==> src/crt_timing_pkg.sv <==
// Constants shared by the character raster timing generator
package crt_timing_pkg;

    // ==========================================================
    // Register indices (byte address is four times the index)
    localparam logic [4:0] IDX_HORIZONTAL_TOTAL  = 5'h00;
    localparam logic [4:0] IDX_HORIZONTAL_DISP   = 5'h01;
    localparam logic [4:0] IDX_HSYNC_POSITION    = 5'h02;
    localparam logic [4:0] IDX_HSYNC_WIDTH       = 5'h03;
    localparam logic [4:0] IDX_VERTICAL_TOTAL    = 5'h04;
    localparam logic [4:0] IDX_VERTICAL_ADJUST   = 5'h05;
    localparam logic [4:0] IDX_VERTICAL_DISP     = 5'h06;
    localparam logic [4:0] IDX_VSYNC_POSITION    = 5'h07;
    localparam logic [4:0] IDX_INTERLACE_MODE    = 5'h08;
    localparam logic [4:0] IDX_MAX_SCAN_LINE     = 5'h09;
    localparam logic [4:0] IDX_CURSOR_START      = 5'h0a;
    localparam logic [4:0] IDX_CURSOR_END        = 5'h0b;
    localparam logic [4:0] IDX_START_HIGH        = 5'h0c;
    localparam logic [4:0] IDX_START_LOW         = 5'h0d;
    localparam logic [4:0] IDX_CURSOR_HIGH       = 5'h0e;
    localparam logic [4:0] IDX_CURSOR_LOW        = 5'h0f;
    localparam logic [4:0] IDX_PEN_HIGH          = 5'h10;
    localparam logic [4:0] IDX_PEN_LOW           = 5'h11;
    localparam logic [4:0] IDX_STATUS            = 5'h12;

    // ==========================================================
    // Reset values of the timing registers
    localparam logic [7:0] RST_HORIZONTAL_TOTAL  = 8'h3f;
    localparam logic [7:0] RST_HORIZONTAL_DISP   = 8'h28;
    localparam logic [7:0] RST_HSYNC_POSITION    = 8'h2d;
    localparam logic [3:0] RST_HSYNC_WIDTH       = 4'h4;
    localparam logic [6:0] RST_VERTICAL_TOTAL    = 7'h1f;
    localparam logic [4:0] RST_VERTICAL_ADJUST   = 5'h00;
    localparam logic [6:0] RST_VERTICAL_DISP     = 7'h19;
    localparam logic [6:0] RST_VSYNC_POSITION    = 7'h1c;
    localparam logic [4:0] RST_MAX_SCAN_LINE     = 5'h07;

    // ==========================================================
    // Field positions and fixed timing
    localparam int         CURSOR_MODE_LSB       = 5;
    localparam logic [1:0] CURSOR_MODE_OFF       = 2'h1;
    localparam logic [1:0] CURSOR_MODE_FAST      = 2'h2;
    localparam int         BLINK_FAST_BIT        = 3;
    localparam int         BLINK_SLOW_BIT        = 4;
    localparam logic [4:0] VSYNC_LINES           = 5'h10;
    localparam int         ADDR_WIDTH            = 14;

    // ==========================================================
    // Vertical sequencer states
    typedef enum logic [0:0] {
        V_ROWS   = 1'b0,
        V_ADJUST = 1'b1
    } vstate_type;

endpackage

==> src/pin_synchronizer.sv <==
// Two-flop synchroniser for an asynchronous input pin
`timescale 1ns/1ns
module pin_synchronizer
(
    input  wire logic pclk,
    input  wire logic presetn,
    input  wire logic async_in,
    output logic      sync_out
);

    logic meta_reg;

    // ==========================================================
    // First stage feeds only the second
    always_ff @(posedge pclk or negedge presetn)
    begin
        if (!presetn)
        begin
            meta_reg <= 1'b0;
            sync_out <= 1'b0;
        end
        else
        begin
            meta_reg <= async_in;
            sync_out <= meta_reg;
        end
    end

endmodule

==> src/crt_raster_timing_generator.sv <==
// Character raster timing generator with APB register file
// ==========================================================
// Overview of operation
// - Output 14-bit refresh address and 5-bit raster row address per position.
// - Each frame starts refresh address at the programmed start address.
// - Pen address registers change only on pen strobe, never by host write.
// - Scan line lasts horizontal total plus one character clocks.
// - Character row lasts max scan line plus one scan lines.
// - Frame is (vertical total plus one) rows plus adjust scan lines.
// - Horizontal sync lasts the programmed width in character clocks.
// - Vertical total holds rows minus one; adjust holds extra scan lines.
// - Synchronised pen strobe rising edge captures current refresh address.
// - Interlace bits: x0 normal, 01 interlace sync, 11 sync and video; here 01 and 11 alike only toggle the field flag.
//
// Local design decisions: the APB register port and the register addresses.
`timescale 1ns/1ns
module crt_raster_timing_generator
    import crt_timing_pkg::*;
(
    input  wire logic        pclk,
    input  wire logic        presetn,
    input  wire logic        psel,
    input  wire logic        penable,
    input  wire logic        pwrite,
    input  wire logic [6:0]  paddr,
    input  wire logic [31:0] pwdata,
    output logic [31:0]      prdata,
    output logic             pready,
    output logic             pslverr,
    input  wire logic        pen_strobe_input,
    output logic [13:0]      refresh_memory_address,
    output logic [4:0]       raster_row_address,
    output logic             horizontal_sync,
    output logic             vertical_sync,
    output logic             display_enable,
    output logic             cursor_active,
    output logic             interlace_field
);

    // ==========================================================
    // Register file
    logic [7:0]  horizontal_total_reg;
    logic [7:0]  horizontal_disp_reg;
    logic [7:0]  hsync_position_reg;
    logic [3:0]  hsync_width_reg;
    logic [6:0]  vertical_total_reg;
    logic [4:0]  vertical_adjust_reg;
    logic [6:0]  vertical_disp_reg;
    logic [6:0]  vsync_position_reg;
    logic [1:0]  interlace_mode_reg;
    logic [4:0]  max_scan_line_reg;
    logic [6:0]  cursor_start_reg;
    logic [4:0]  cursor_end_reg;
    logic [13:0] start_address_reg;
    logic [13:0] cursor_location_reg;
    logic [13:0] pen_address_reg;
    logic [31:0] prdata_reg;

    // Raster state
    logic [7:0]  h_count_reg;
    logic [3:0]  hsync_left_reg;
    logic [4:0]  row_line_reg;
    logic [6:0]  row_count_reg;
    logic [4:0]  adjust_count_reg;
    logic [4:0]  vsync_left_reg;
    vstate_type  vstate_reg;
    logic [13:0] ma_reg;
    logic [13:0] row_start_reg;
    logic        field_reg;
    logic [4:0]  blink_count_reg;
    logic        pen_sync;
    logic        pen_prev_reg;

    // ==========================================================
    // Bus decode
    wire  [4:0]  reg_index  = paddr[6:2];
    wire         bus_setup  = psel && !penable;
    wire         bus_write  = psel && penable && pwrite;
    wire         mapped     = (reg_index <= IDX_STATUS);
    wire  [7:0]  wbyte      = pwdata[7:0];
    wire         wr_en      = bus_write && mapped;

    // Zero-wait slave; unmapped indices flag an error
    assign pready  = 1'b1;
    assign pslverr = psel && penable && !mapped;
    assign prdata  = prdata_reg;

    // Read mux; write-only timing registers read as zero
    logic [31:0] read_value;
    always_comb
    begin
        read_value = 32'h0000_0000;
        case (reg_index)
            IDX_CURSOR_HIGH: read_value = {26'h0, cursor_location_reg[13:8]};
            IDX_CURSOR_LOW:  read_value = {24'h0, cursor_location_reg[7:0]};
            IDX_PEN_HIGH:    read_value = {26'h0, pen_address_reg[13:8]};
            IDX_PEN_LOW:     read_value = {24'h0, pen_address_reg[7:0]};
            IDX_STATUS:      read_value = {22'h0, field_reg, vertical_sync, horizontal_sync,
                                           display_enable, vstate_reg, raster_row_address};
            default:         read_value = 32'h0000_0000;
        endcase
    end

    // Read data latched in the setup phase, stable through access
    always_ff @(posedge pclk or negedge presetn)
    begin
        if (!presetn)
            prdata_reg <= 32'h0000_0000;
        else if (bus_setup)
            prdata_reg <= read_value;
    end

    // ==========================================================
    // Host-written registers; pen pair is absent here on purpose
    always_ff @(posedge pclk or negedge presetn)
    begin
        if (!presetn)
        begin
            horizontal_total_reg <= RST_HORIZONTAL_TOTAL;
            horizontal_disp_reg  <= RST_HORIZONTAL_DISP;
            hsync_position_reg   <= RST_HSYNC_POSITION;
            hsync_width_reg      <= RST_HSYNC_WIDTH;
            vertical_total_reg   <= RST_VERTICAL_TOTAL;
            vertical_adjust_reg  <= RST_VERTICAL_ADJUST;
            vertical_disp_reg    <= RST_VERTICAL_DISP;
            vsync_position_reg   <= RST_VSYNC_POSITION;
            interlace_mode_reg   <= 2'h0;
            max_scan_line_reg    <= RST_MAX_SCAN_LINE;
            cursor_start_reg     <= 7'h00;
            cursor_end_reg       <= 5'h00;
            start_address_reg    <= 14'h0000;
            cursor_location_reg  <= 14'h0000;
        end
        else if (wr_en)
        begin
            case (reg_index)
                IDX_HORIZONTAL_TOTAL: horizontal_total_reg <= wbyte;
                IDX_HORIZONTAL_DISP:  horizontal_disp_reg  <= wbyte;
                IDX_HSYNC_POSITION:   hsync_position_reg   <= wbyte;
                IDX_HSYNC_WIDTH:      hsync_width_reg      <= wbyte[3:0];
                IDX_VERTICAL_TOTAL:   vertical_total_reg   <= wbyte[6:0];
                IDX_VERTICAL_ADJUST:  vertical_adjust_reg  <= wbyte[4:0];
                IDX_VERTICAL_DISP:    vertical_disp_reg    <= wbyte[6:0];
                IDX_VSYNC_POSITION:   vsync_position_reg   <= wbyte[6:0];
                IDX_INTERLACE_MODE:   interlace_mode_reg   <= wbyte[1:0];
                IDX_MAX_SCAN_LINE:    max_scan_line_reg    <= wbyte[4:0];
                IDX_CURSOR_START:     cursor_start_reg     <= wbyte[6:0];
                IDX_CURSOR_END:       cursor_end_reg       <= wbyte[4:0];
                IDX_START_HIGH:       start_address_reg[13:8] <= wbyte[5:0];
                IDX_START_LOW:        start_address_reg[7:0]  <= wbyte;
                IDX_CURSOR_HIGH:      cursor_location_reg[13:8] <= wbyte[5:0];
                IDX_CURSOR_LOW:       cursor_location_reg[7:0]  <= wbyte;
                default:              ;
            endcase
        end
    end

    // ==========================================================
    // Light pen capture; strobe is asynchronous to the raster
    pin_synchronizer pen_sync_inst
    (
        .pclk     (pclk),
        .presetn  (presetn),
        .async_in (pen_strobe_input),
        .sync_out (pen_sync)
    );

    wire pen_rise = pen_sync && !pen_prev_reg;

    // Only the strobe loads the pair; host writes never reach it
    always_ff @(posedge pclk or negedge presetn)
    begin
        if (!presetn)
        begin
            pen_prev_reg    <= 1'b0;
            pen_address_reg <= 14'h0000;
        end
        else
        begin
            pen_prev_reg <= pen_sync;
            if (pen_rise)
                pen_address_reg <= ma_reg;
        end
    end

    // ==========================================================
    // Horizontal and vertical event decode
    wire line_end     = (h_count_reg == horizontal_total_reg);
    wire row_end      = (vstate_reg == V_ROWS) && (row_line_reg == max_scan_line_reg);
    wire last_row     = (row_count_reg == vertical_total_reg);
    wire adjust_done  = (vstate_reg == V_ADJUST) && (adjust_count_reg == vertical_adjust_reg - 5'h01);
    // Frame ends after the last row, or after the adjust lines if any
    wire frame_end    = line_end && (adjust_done ||
                        (row_end && last_row && vertical_adjust_reg == 5'h00));
    wire h_active     = (h_count_reg < horizontal_disp_reg);
    wire v_active     = (vstate_reg == V_ROWS) && (row_count_reg < vertical_disp_reg);
    wire hsync_start  = (h_count_reg == hsync_position_reg);
    wire vsync_start  = (h_count_reg == 8'h00) && (vstate_reg == V_ROWS) &&
                        (row_line_reg == 5'h00) && (row_count_reg == vsync_position_reg);
    wire interlaced   = (interlace_mode_reg == 2'h1) || (interlace_mode_reg == 2'h3);
    wire [13:0] next_row_start = row_start_reg + {6'h00, horizontal_disp_reg};

    // Character counter and horizontal sync width counter
    always_ff @(posedge pclk or negedge presetn)
    begin
        if (!presetn)
        begin
            h_count_reg    <= 8'h00;
            hsync_left_reg <= 4'h0;
        end
        else
        begin
            h_count_reg <= line_end ? 8'h00 : h_count_reg + 8'h01;
            if (hsync_start)
                hsync_left_reg <= hsync_width_reg;
            else if (hsync_left_reg != 4'h0)
                hsync_left_reg <= hsync_left_reg - 4'h1;
        end
    end

    // ==========================================================
    // Vertical sequencer: rows, then adjust scan lines
    always_ff @(posedge pclk or negedge presetn)
    begin
        if (!presetn)
        begin
            vstate_reg       <= V_ROWS;
            row_line_reg     <= 5'h00;
            row_count_reg    <= 7'h00;
            adjust_count_reg <= 5'h00;
        end
        else if (frame_end)
        begin
            vstate_reg       <= V_ROWS;
            row_line_reg     <= 5'h00;
            row_count_reg    <= 7'h00;
            adjust_count_reg <= 5'h00;
        end
        else if (line_end)
        begin
            case (vstate_reg)
                V_ROWS:
                begin
                    row_line_reg <= row_end ? 5'h00 : row_line_reg + 5'h01;
                    if (row_end && last_row)
                        vstate_reg <= V_ADJUST;
                    else if (row_end)
                        row_count_reg <= row_count_reg + 7'h01;
                end
                V_ADJUST:
                    adjust_count_reg <= adjust_count_reg + 5'h01;
                default:
                    vstate_reg <= V_ROWS;
            endcase
        end
    end

    // Vertical sync spans a fixed number of scan lines
    always_ff @(posedge pclk or negedge presetn)
    begin
        if (!presetn)
            vsync_left_reg <= 5'h00;
        else if (vsync_start)
            vsync_left_reg <= VSYNC_LINES;
        else if (line_end && vsync_left_reg != 5'h00)
            vsync_left_reg <= vsync_left_reg - 5'h01;
    end

    // ==========================================================
    // Refresh address: reload per frame, per row scan line
    always_ff @(posedge pclk or negedge presetn)
    begin
        if (!presetn)
        begin
            ma_reg        <= 14'h0000;
            row_start_reg <= 14'h0000;
        end
        else if (frame_end)
        begin
            ma_reg        <= start_address_reg;
            row_start_reg <= start_address_reg;
        end
        else if (line_end && row_end)
        begin
            ma_reg        <= next_row_start;
            row_start_reg <= next_row_start;
        end
        else if (line_end)
            ma_reg <= row_start_reg;
        else if (h_active)
            ma_reg <= ma_reg + 14'h0001;
    end

    // Blink counter steps once per frame; field flag toggles per frame only when interlaced, else clears
    always_ff @(posedge pclk or negedge presetn)
    begin
        if (!presetn)
        begin
            field_reg       <= 1'b0;
            blink_count_reg <= 5'h00;
        end
        else if (frame_end)
        begin
            field_reg       <= interlaced ? !field_reg : 1'b0;
            blink_count_reg <= blink_count_reg + 5'h01;
        end
    end

    // ==========================================================
    // Outputs; adjust lines keep counting the raster row
    wire [1:0] cursor_mode  = cursor_start_reg[CURSOR_MODE_LSB +: 2];
    wire       blink_on     = !cursor_mode[1] ||
                              (cursor_mode == CURSOR_MODE_FAST ? blink_count_reg[BLINK_FAST_BIT]
                                                               : blink_count_reg[BLINK_SLOW_BIT]);
    wire       cursor_line  = (raster_row_address >= cursor_start_reg[4:0]) &&
                              (raster_row_address <= cursor_end_reg);

    assign refresh_memory_address = ma_reg;
    assign raster_row_address     = (vstate_reg == V_ADJUST) ? adjust_count_reg : row_line_reg;
    assign horizontal_sync        = (hsync_left_reg != 4'h0);
    assign vertical_sync          = (vsync_left_reg != 5'h00);
    assign display_enable         = h_active && v_active;
    assign cursor_active          = display_enable && (ma_reg == cursor_location_reg) && cursor_line &&
                                    (cursor_mode != CURSOR_MODE_OFF) && blink_on;
    assign interlace_field        = field_reg;

endmodule

==> config.mk <==
export PLATFORM = sky130hd
export DESIGN_NAME = crt_raster_timing_generator
export DESIGN_NICKNAME = d
export VERILOG_FILES = /design/src/crt_timing_pkg.sv /design/src/pin_synchronizer.sv /design/src/crt_raster_timing_generator.sv
export SDC_FILE = /design/constraint.sdc
export NUM_CORES = 1
export LEC_CHECK = 0
export BUFFER_PORTS_ARGS = -buffer_cell sky130_fd_sc_hd__buf_2
export CAP_MARGIN = 25
export CORE_ASPECT_RATIO = 0.75
export CORE_MARGIN = 2
export CORE_UTILIZATION = 56
export CTS_BUF_LIST = sky130_fd_sc_hd__clkbuf_8
export DETAILED_ROUTE_END_ITERATION = 6
export GPL_TIMING_DRIVEN = 0
export PLACE_DENSITY = 0.76
export SLEW_MARGIN = 25
export SYNTH_ARGS = -nofsm -noshare
export SYNTH_HDL_FRONTEND = slang
export SYNTH_SLANG_ARGS = --single-unit
==> constraint.sdc <==
create_clock -name pclk -period 2.15 [get_ports pclk]
set_input_delay 0.215 -clock pclk [delete_from_list [all_inputs] [get_ports pclk]]
set_output_delay 0.215 -clock pclk [all_outputs]
set_load 0.03 [all_outputs]
==> results <==
- The met1 demand-to-capacity share in global routing is 0.438.
- The pin count of the biggest net entering global routing is 93.
- The switching share of total power is 0.421.
- The overall global routing resource usage is 0.301.
- The portion of synthesized area spent on multiplexers is 0.108.
- The total leakage power is 6.04 nW.
- Measured on the finished design, the core utilization comes to 0.698.
- After detailed routing, the average wire length per cell comes to between 20 and 25 um.
- The worst-skew pair later-pin latency is between 400 and 500 ps.
- The final reports fail on setup timing.
- The dominant combinational cell family by area after synthesis is simple AND/OR/NAND/NOR gates.
- met2 is the most crowded layer.
- Of all nets on the critical path, the largest fanout is 10.
- The final setup slack of the worst path is -862 ps.
- Of the total synthesized cell area, the portion taken by XOR and XNOR cells is 0.0790.
- The floorplan step set the die width to between 150 and 200 um.
- The worst setup path is of the register to output port kind.
- The predominant post-synthesis flop cell is sky130_fd_sc_hd__dfrtp_1.
- The final weighted congestion of routability-driven global placement is 0.862.
- Cell internal power was estimated by the tool at 8.19 mW.
- The detailed placer's ending HPWL is between 15 and 20 mm.
- In this run the worst hold path is classified as primary input to register.
- STA puts the critical path data arrival time at 2800 ps.
- The number of top-level pins is just over 100.
- The share of total power in combinational logic is 0.440.
- The longest clock path from root to sink contains 2 buffers.
- Synthesis produced 1016 cells.
- In this run the remaining antenna-violating nets after routing total 0.
- The full die area is about 20000 sq um.
- The endpoint type of the worst setup path is an output port.
- The number of cell instances on the worst register-to-register path is 9.
- The fraction of final layout cells with drive strength greater than 1 is 0.342.
- The post-route total power is between 10 and 15 mW.
- The tightest hold path in the finished design has a slack of between 70 and 80 ps.
- The top cell type by total area after synthesis is sky130_fd_sc_hd__dfrtp_1.
- During synthesis, Yosys emitted a total of 0 warnings.
- The final period utilization is 1.40.
- The count of port buffers added during placement is slightly below 50.
- The placeable core region is 18600 sq um.
- The number of buffers created by CTS is 17.
- The number of max-slew violations in the final report is 0.
- After global routing the overflow that remains totals 0.
- The synthesized flop and latch total is a little under 200.
- The initial antenna violation count came to 0.
- Setup repair after global routing could not meet its margin everywhere.
- The root buffer cell chosen for the clock tree is sky130_fd_sc_hd__clkbuf_8.
- CTS built an H-tree with a depth of 4.
- The floorplan step set the die height to ~120 um.
- In this run, the number of DRC markers left after iteration 0 of detailed routing was 947.
- After detailed routing, the number of remaining DRC violations is 0.
- The simple logic cell fraction of the synthesized area is 0.129.
- The number of global-route vias before repair is 8189.
- The net total in the final layout is around 1300.
- Of the total synthesized cell area, the portion taken by full adders, half adders and majority gates is 0.0525.
- The post-route cell area is between 10000 and 15000 sq um.
- For this run, global-route usage on met2 was measured as 0.448.
- The synthesized design contains 0 enable-type register cells.
- The total number of vias is ~8600.
- VDD sags by at most 0.000549 V.
- The repair_antennas step left the layout with diodes totalling 0.
- Once placement finished, the instance area stood at 11500 sq um.
- Of the total power, registers draw 0.386.
- TritonCTS built the clock tree.
- The slew at the pin with the worst max-slew slack is between 1000 and 1500 ps.
- Across the run, the number of max-cap violations was 0.
- The clock sink count is 196.
- The fmax is about 330 MHz.
- For this run, global-route usage on met3 was measured as 0.0782.
- The starting density of the core is 0.573.
- For this design the total switching power over the nets is about 5.9 mW.
- The layout-stage area growth over the synthesis result is 21.8%.
- The worst setup path is launched from a register.
- The async set-or-reset flop fraction in the synthesized netlist is 1.00.
- The setup slack after placement is -794 ps.
- The synthesized netlist occupies a cell area of 10600 sq um.
- In this run, distinct cell masters in the synthesized netlist total 70.
- The final hold violation count is 0.
- For this design the ratio of total power to cell area is roughly 1100 nW/um^2.
- The first TritonRoute pass finished after 7 iterations.
- The first global-routing pass estimated roughly 46 mm of wire.
- Clock-pin slew was measured on the worst setup and hold paths at ~110 ps.
- Wires add up to between 20 and 30 mm.
- The fraction of the yosys area taken by sequential cells is 0.464.
- The routed design could run at a clock period as short as 3010 ps.
- The clock arrives with 16.1 ps of skew.
- The mean instance size in the synthesized netlist is between 10 and 15 sq um.
- The portion of total power attributed to the clock network is 0.173.
- In this run the core area contains 43 standard-cell rows.
- The worst hold path passes through 2 cells.
- Measured against its own limit, the worst slew margin works out to 0.292.
- The required arrival time at the worst endpoint is 1930 ps.
- The flow ran to the end, but the final reports show violations.
- By area the synthesized netlist is led by sky130_fd_sc_hd__dfrtp_1, sky130_fd_sc_hd__mux2_2, sky130_fd_sc_hd__dfstp_2, sky130_fd_sc_hd__ha_1, sky130_fd_sc_hd__xor2_1.
- The area fraction in compound gates after synthesis is 0.114.
- The number of setup violations in the final report is 53.
- The share of the synthesized area in the top cell type is 0.398.
- After detailed routing, the number of vias per cell comes to ~6.
-- critical path, stage by stage (launching register included) --
cell and delay [ps]:
sky130_fd_sc_hd__dfrtp_1 380, sky130_fd_sc_hd__buf_6 140, sky130_fd_sc_hd__clkbuf_16 170, sky130_fd_sc_hd__nand2_1 90
sky130_fd_sc_hd__o21ai_4 80, sky130_fd_sc_hd__inv_1 90, sky130_fd_sc_hd__ha_1 290, sky130_fd_sc_hd__nand2b_1 150
sky130_fd_sc_hd__a21oi_1 150, sky130_fd_sc_hd__nor2b_1 60, sky130_fd_sc_hd__o21ai_0 180, sky130_fd_sc_hd__nand2b_1 110
sky130_fd_sc_hd__a21oi_2 190, sky130_fd_sc_hd__nor4_4 60, sky130_fd_sc_hd__buf_4 170
-- metrics by stage --
| step | setup TNS (ps) | instances |
|---|---|---|
| after CTS | -10120 | 1412 |
| after global placement | -464090 | 1333 |
| after global routing | -24190 | 1431 |
| after floorplan | -2420 | 1037 |
| after detailed placement | -30380 | 1335 |
| final | -20620 | 1431 |
-- timing repair --
item,4_1_cts,5_1_grt
endpoints found under the hold margin,171,0
resized for setup,92,36
hold buffers,3,0
pin swaps,41,19
buffers inserted,43,20
cloned,4,2
endpoints found under the setup margin,67,68
-- power groups by stage --
stage	Clock, mW	Sequential [mW]	Combinational, mW
after global routing	2.63	5.55	6.73
final	2.45	5.46	6.22
after global placement	0	5.41	4.95
after CTS	2.47	5.41	5.81
after floorplan	0	5.40	3.65
after detailed placement	0	5.43	5.16
-- cell families (layout without fill, tap and decap cells) --
logic type / Yosys count / in the layout
buf+inv: 111 / 257
simple gates: 276 / 276
xor+xnor: 96 / 96
mux: 103 / 103
compound gates: 188 / 189
fa+ha+maj: 44 / 44
flops: 196 / 196
other cells: 2 / 23
-- per-layer routing --
metal / routed length, um / share of wire
met1: 13100 / 0.44
met2: 13300 / 0.44
met3: 2960 / 0.099
met4: 614 / 0.021
met5: 0 / 0
-- cells in the mapped netlist, drive strengths merged (2+ instances only) --
master / count
a32oi: 3
and2: 4
a21o: 5
or4: 4
o21ai: 76
xnor2: 42
or3: 6
o31ai: 3
conb: 2
and3: 9
a21oi: 29
a211oi: 3
buf: 42
inv: 44
dfrtp: 169
nor4: 14
nor4b: 3
mux2i: 7
nor2b: 4
xor2: 54
o41ai: 3
a22o: 5
o211ai: 9
a221oi: 7
nor3b: 2
o21a: 3
nor2: 62
a31oi: 11
nand2: 99
nand2b: 11
nor3: 15
o21bai: 5
dfstp: 27
a22oi: 14
nand3b: 2
mux2: 96
nand4: 14
a222oi: 4
nand3: 23
ha: 43
or2: 2
clkbuf: 25
a21boi: 2
-- cells in the final DEF, fill, tap and decap left out, types with 11 or more instances in the layout --
cell type and n:
sky130_fd_sc_hd__a21oi_1 23, sky130_fd_sc_hd__a22oi_2 11, sky130_fd_sc_hd__buf_2 52, sky130_fd_sc_hd__buf_4 64
sky130_fd_sc_hd__buf_6 26, sky130_fd_sc_hd__clkbuf_1 20, sky130_fd_sc_hd__clkbuf_8 17, sky130_fd_sc_hd__conb_1 23
sky130_fd_sc_hd__dfrtp_1 164, sky130_fd_sc_hd__dfstp_2 27, sky130_fd_sc_hd__ha_1 39, sky130_fd_sc_hd__inv_1 40
sky130_fd_sc_hd__mux2_2 93, sky130_fd_sc_hd__nand2_1 91, sky130_fd_sc_hd__nand2b_1 11, sky130_fd_sc_hd__nand3_1 22
sky130_fd_sc_hd__nand4_1 14, sky130_fd_sc_hd__nor2_1 52, sky130_fd_sc_hd__o21ai_0 54, sky130_fd_sc_hd__o21ai_1 12
sky130_fd_sc_hd__xnor2_1 41, sky130_fd_sc_hd__xor2_1 54
-- final timing paths --
check / start / endpoint / slack, ps
max: vstate_reg / cursor_active / -860
min: pwdata[3] / cursor_location_reg[3] / 80
max reg2reg: row_count_reg[2] / refresh_memory_address[2] / -540
min reg2reg: pen_sync_inst.meta_reg / pen_sync_inst.sync_out / 380
max in group asynchronous: presetn / max_scan_line_reg[0] / 1200
min in group asynchronous: presetn / prdata[2] / 160
-- layout make-up --
type	instances	area (sq um)
plain buffers	63	448
clock buffers	17	234
clock inverters	15	156
fillers	1348	5600
inverters	44	165
multi-input cells	731	5720
flip-flops and latches	196	4940
well taps	247	309
repair buffers	118	985
(Power assumes the default switching activity.)
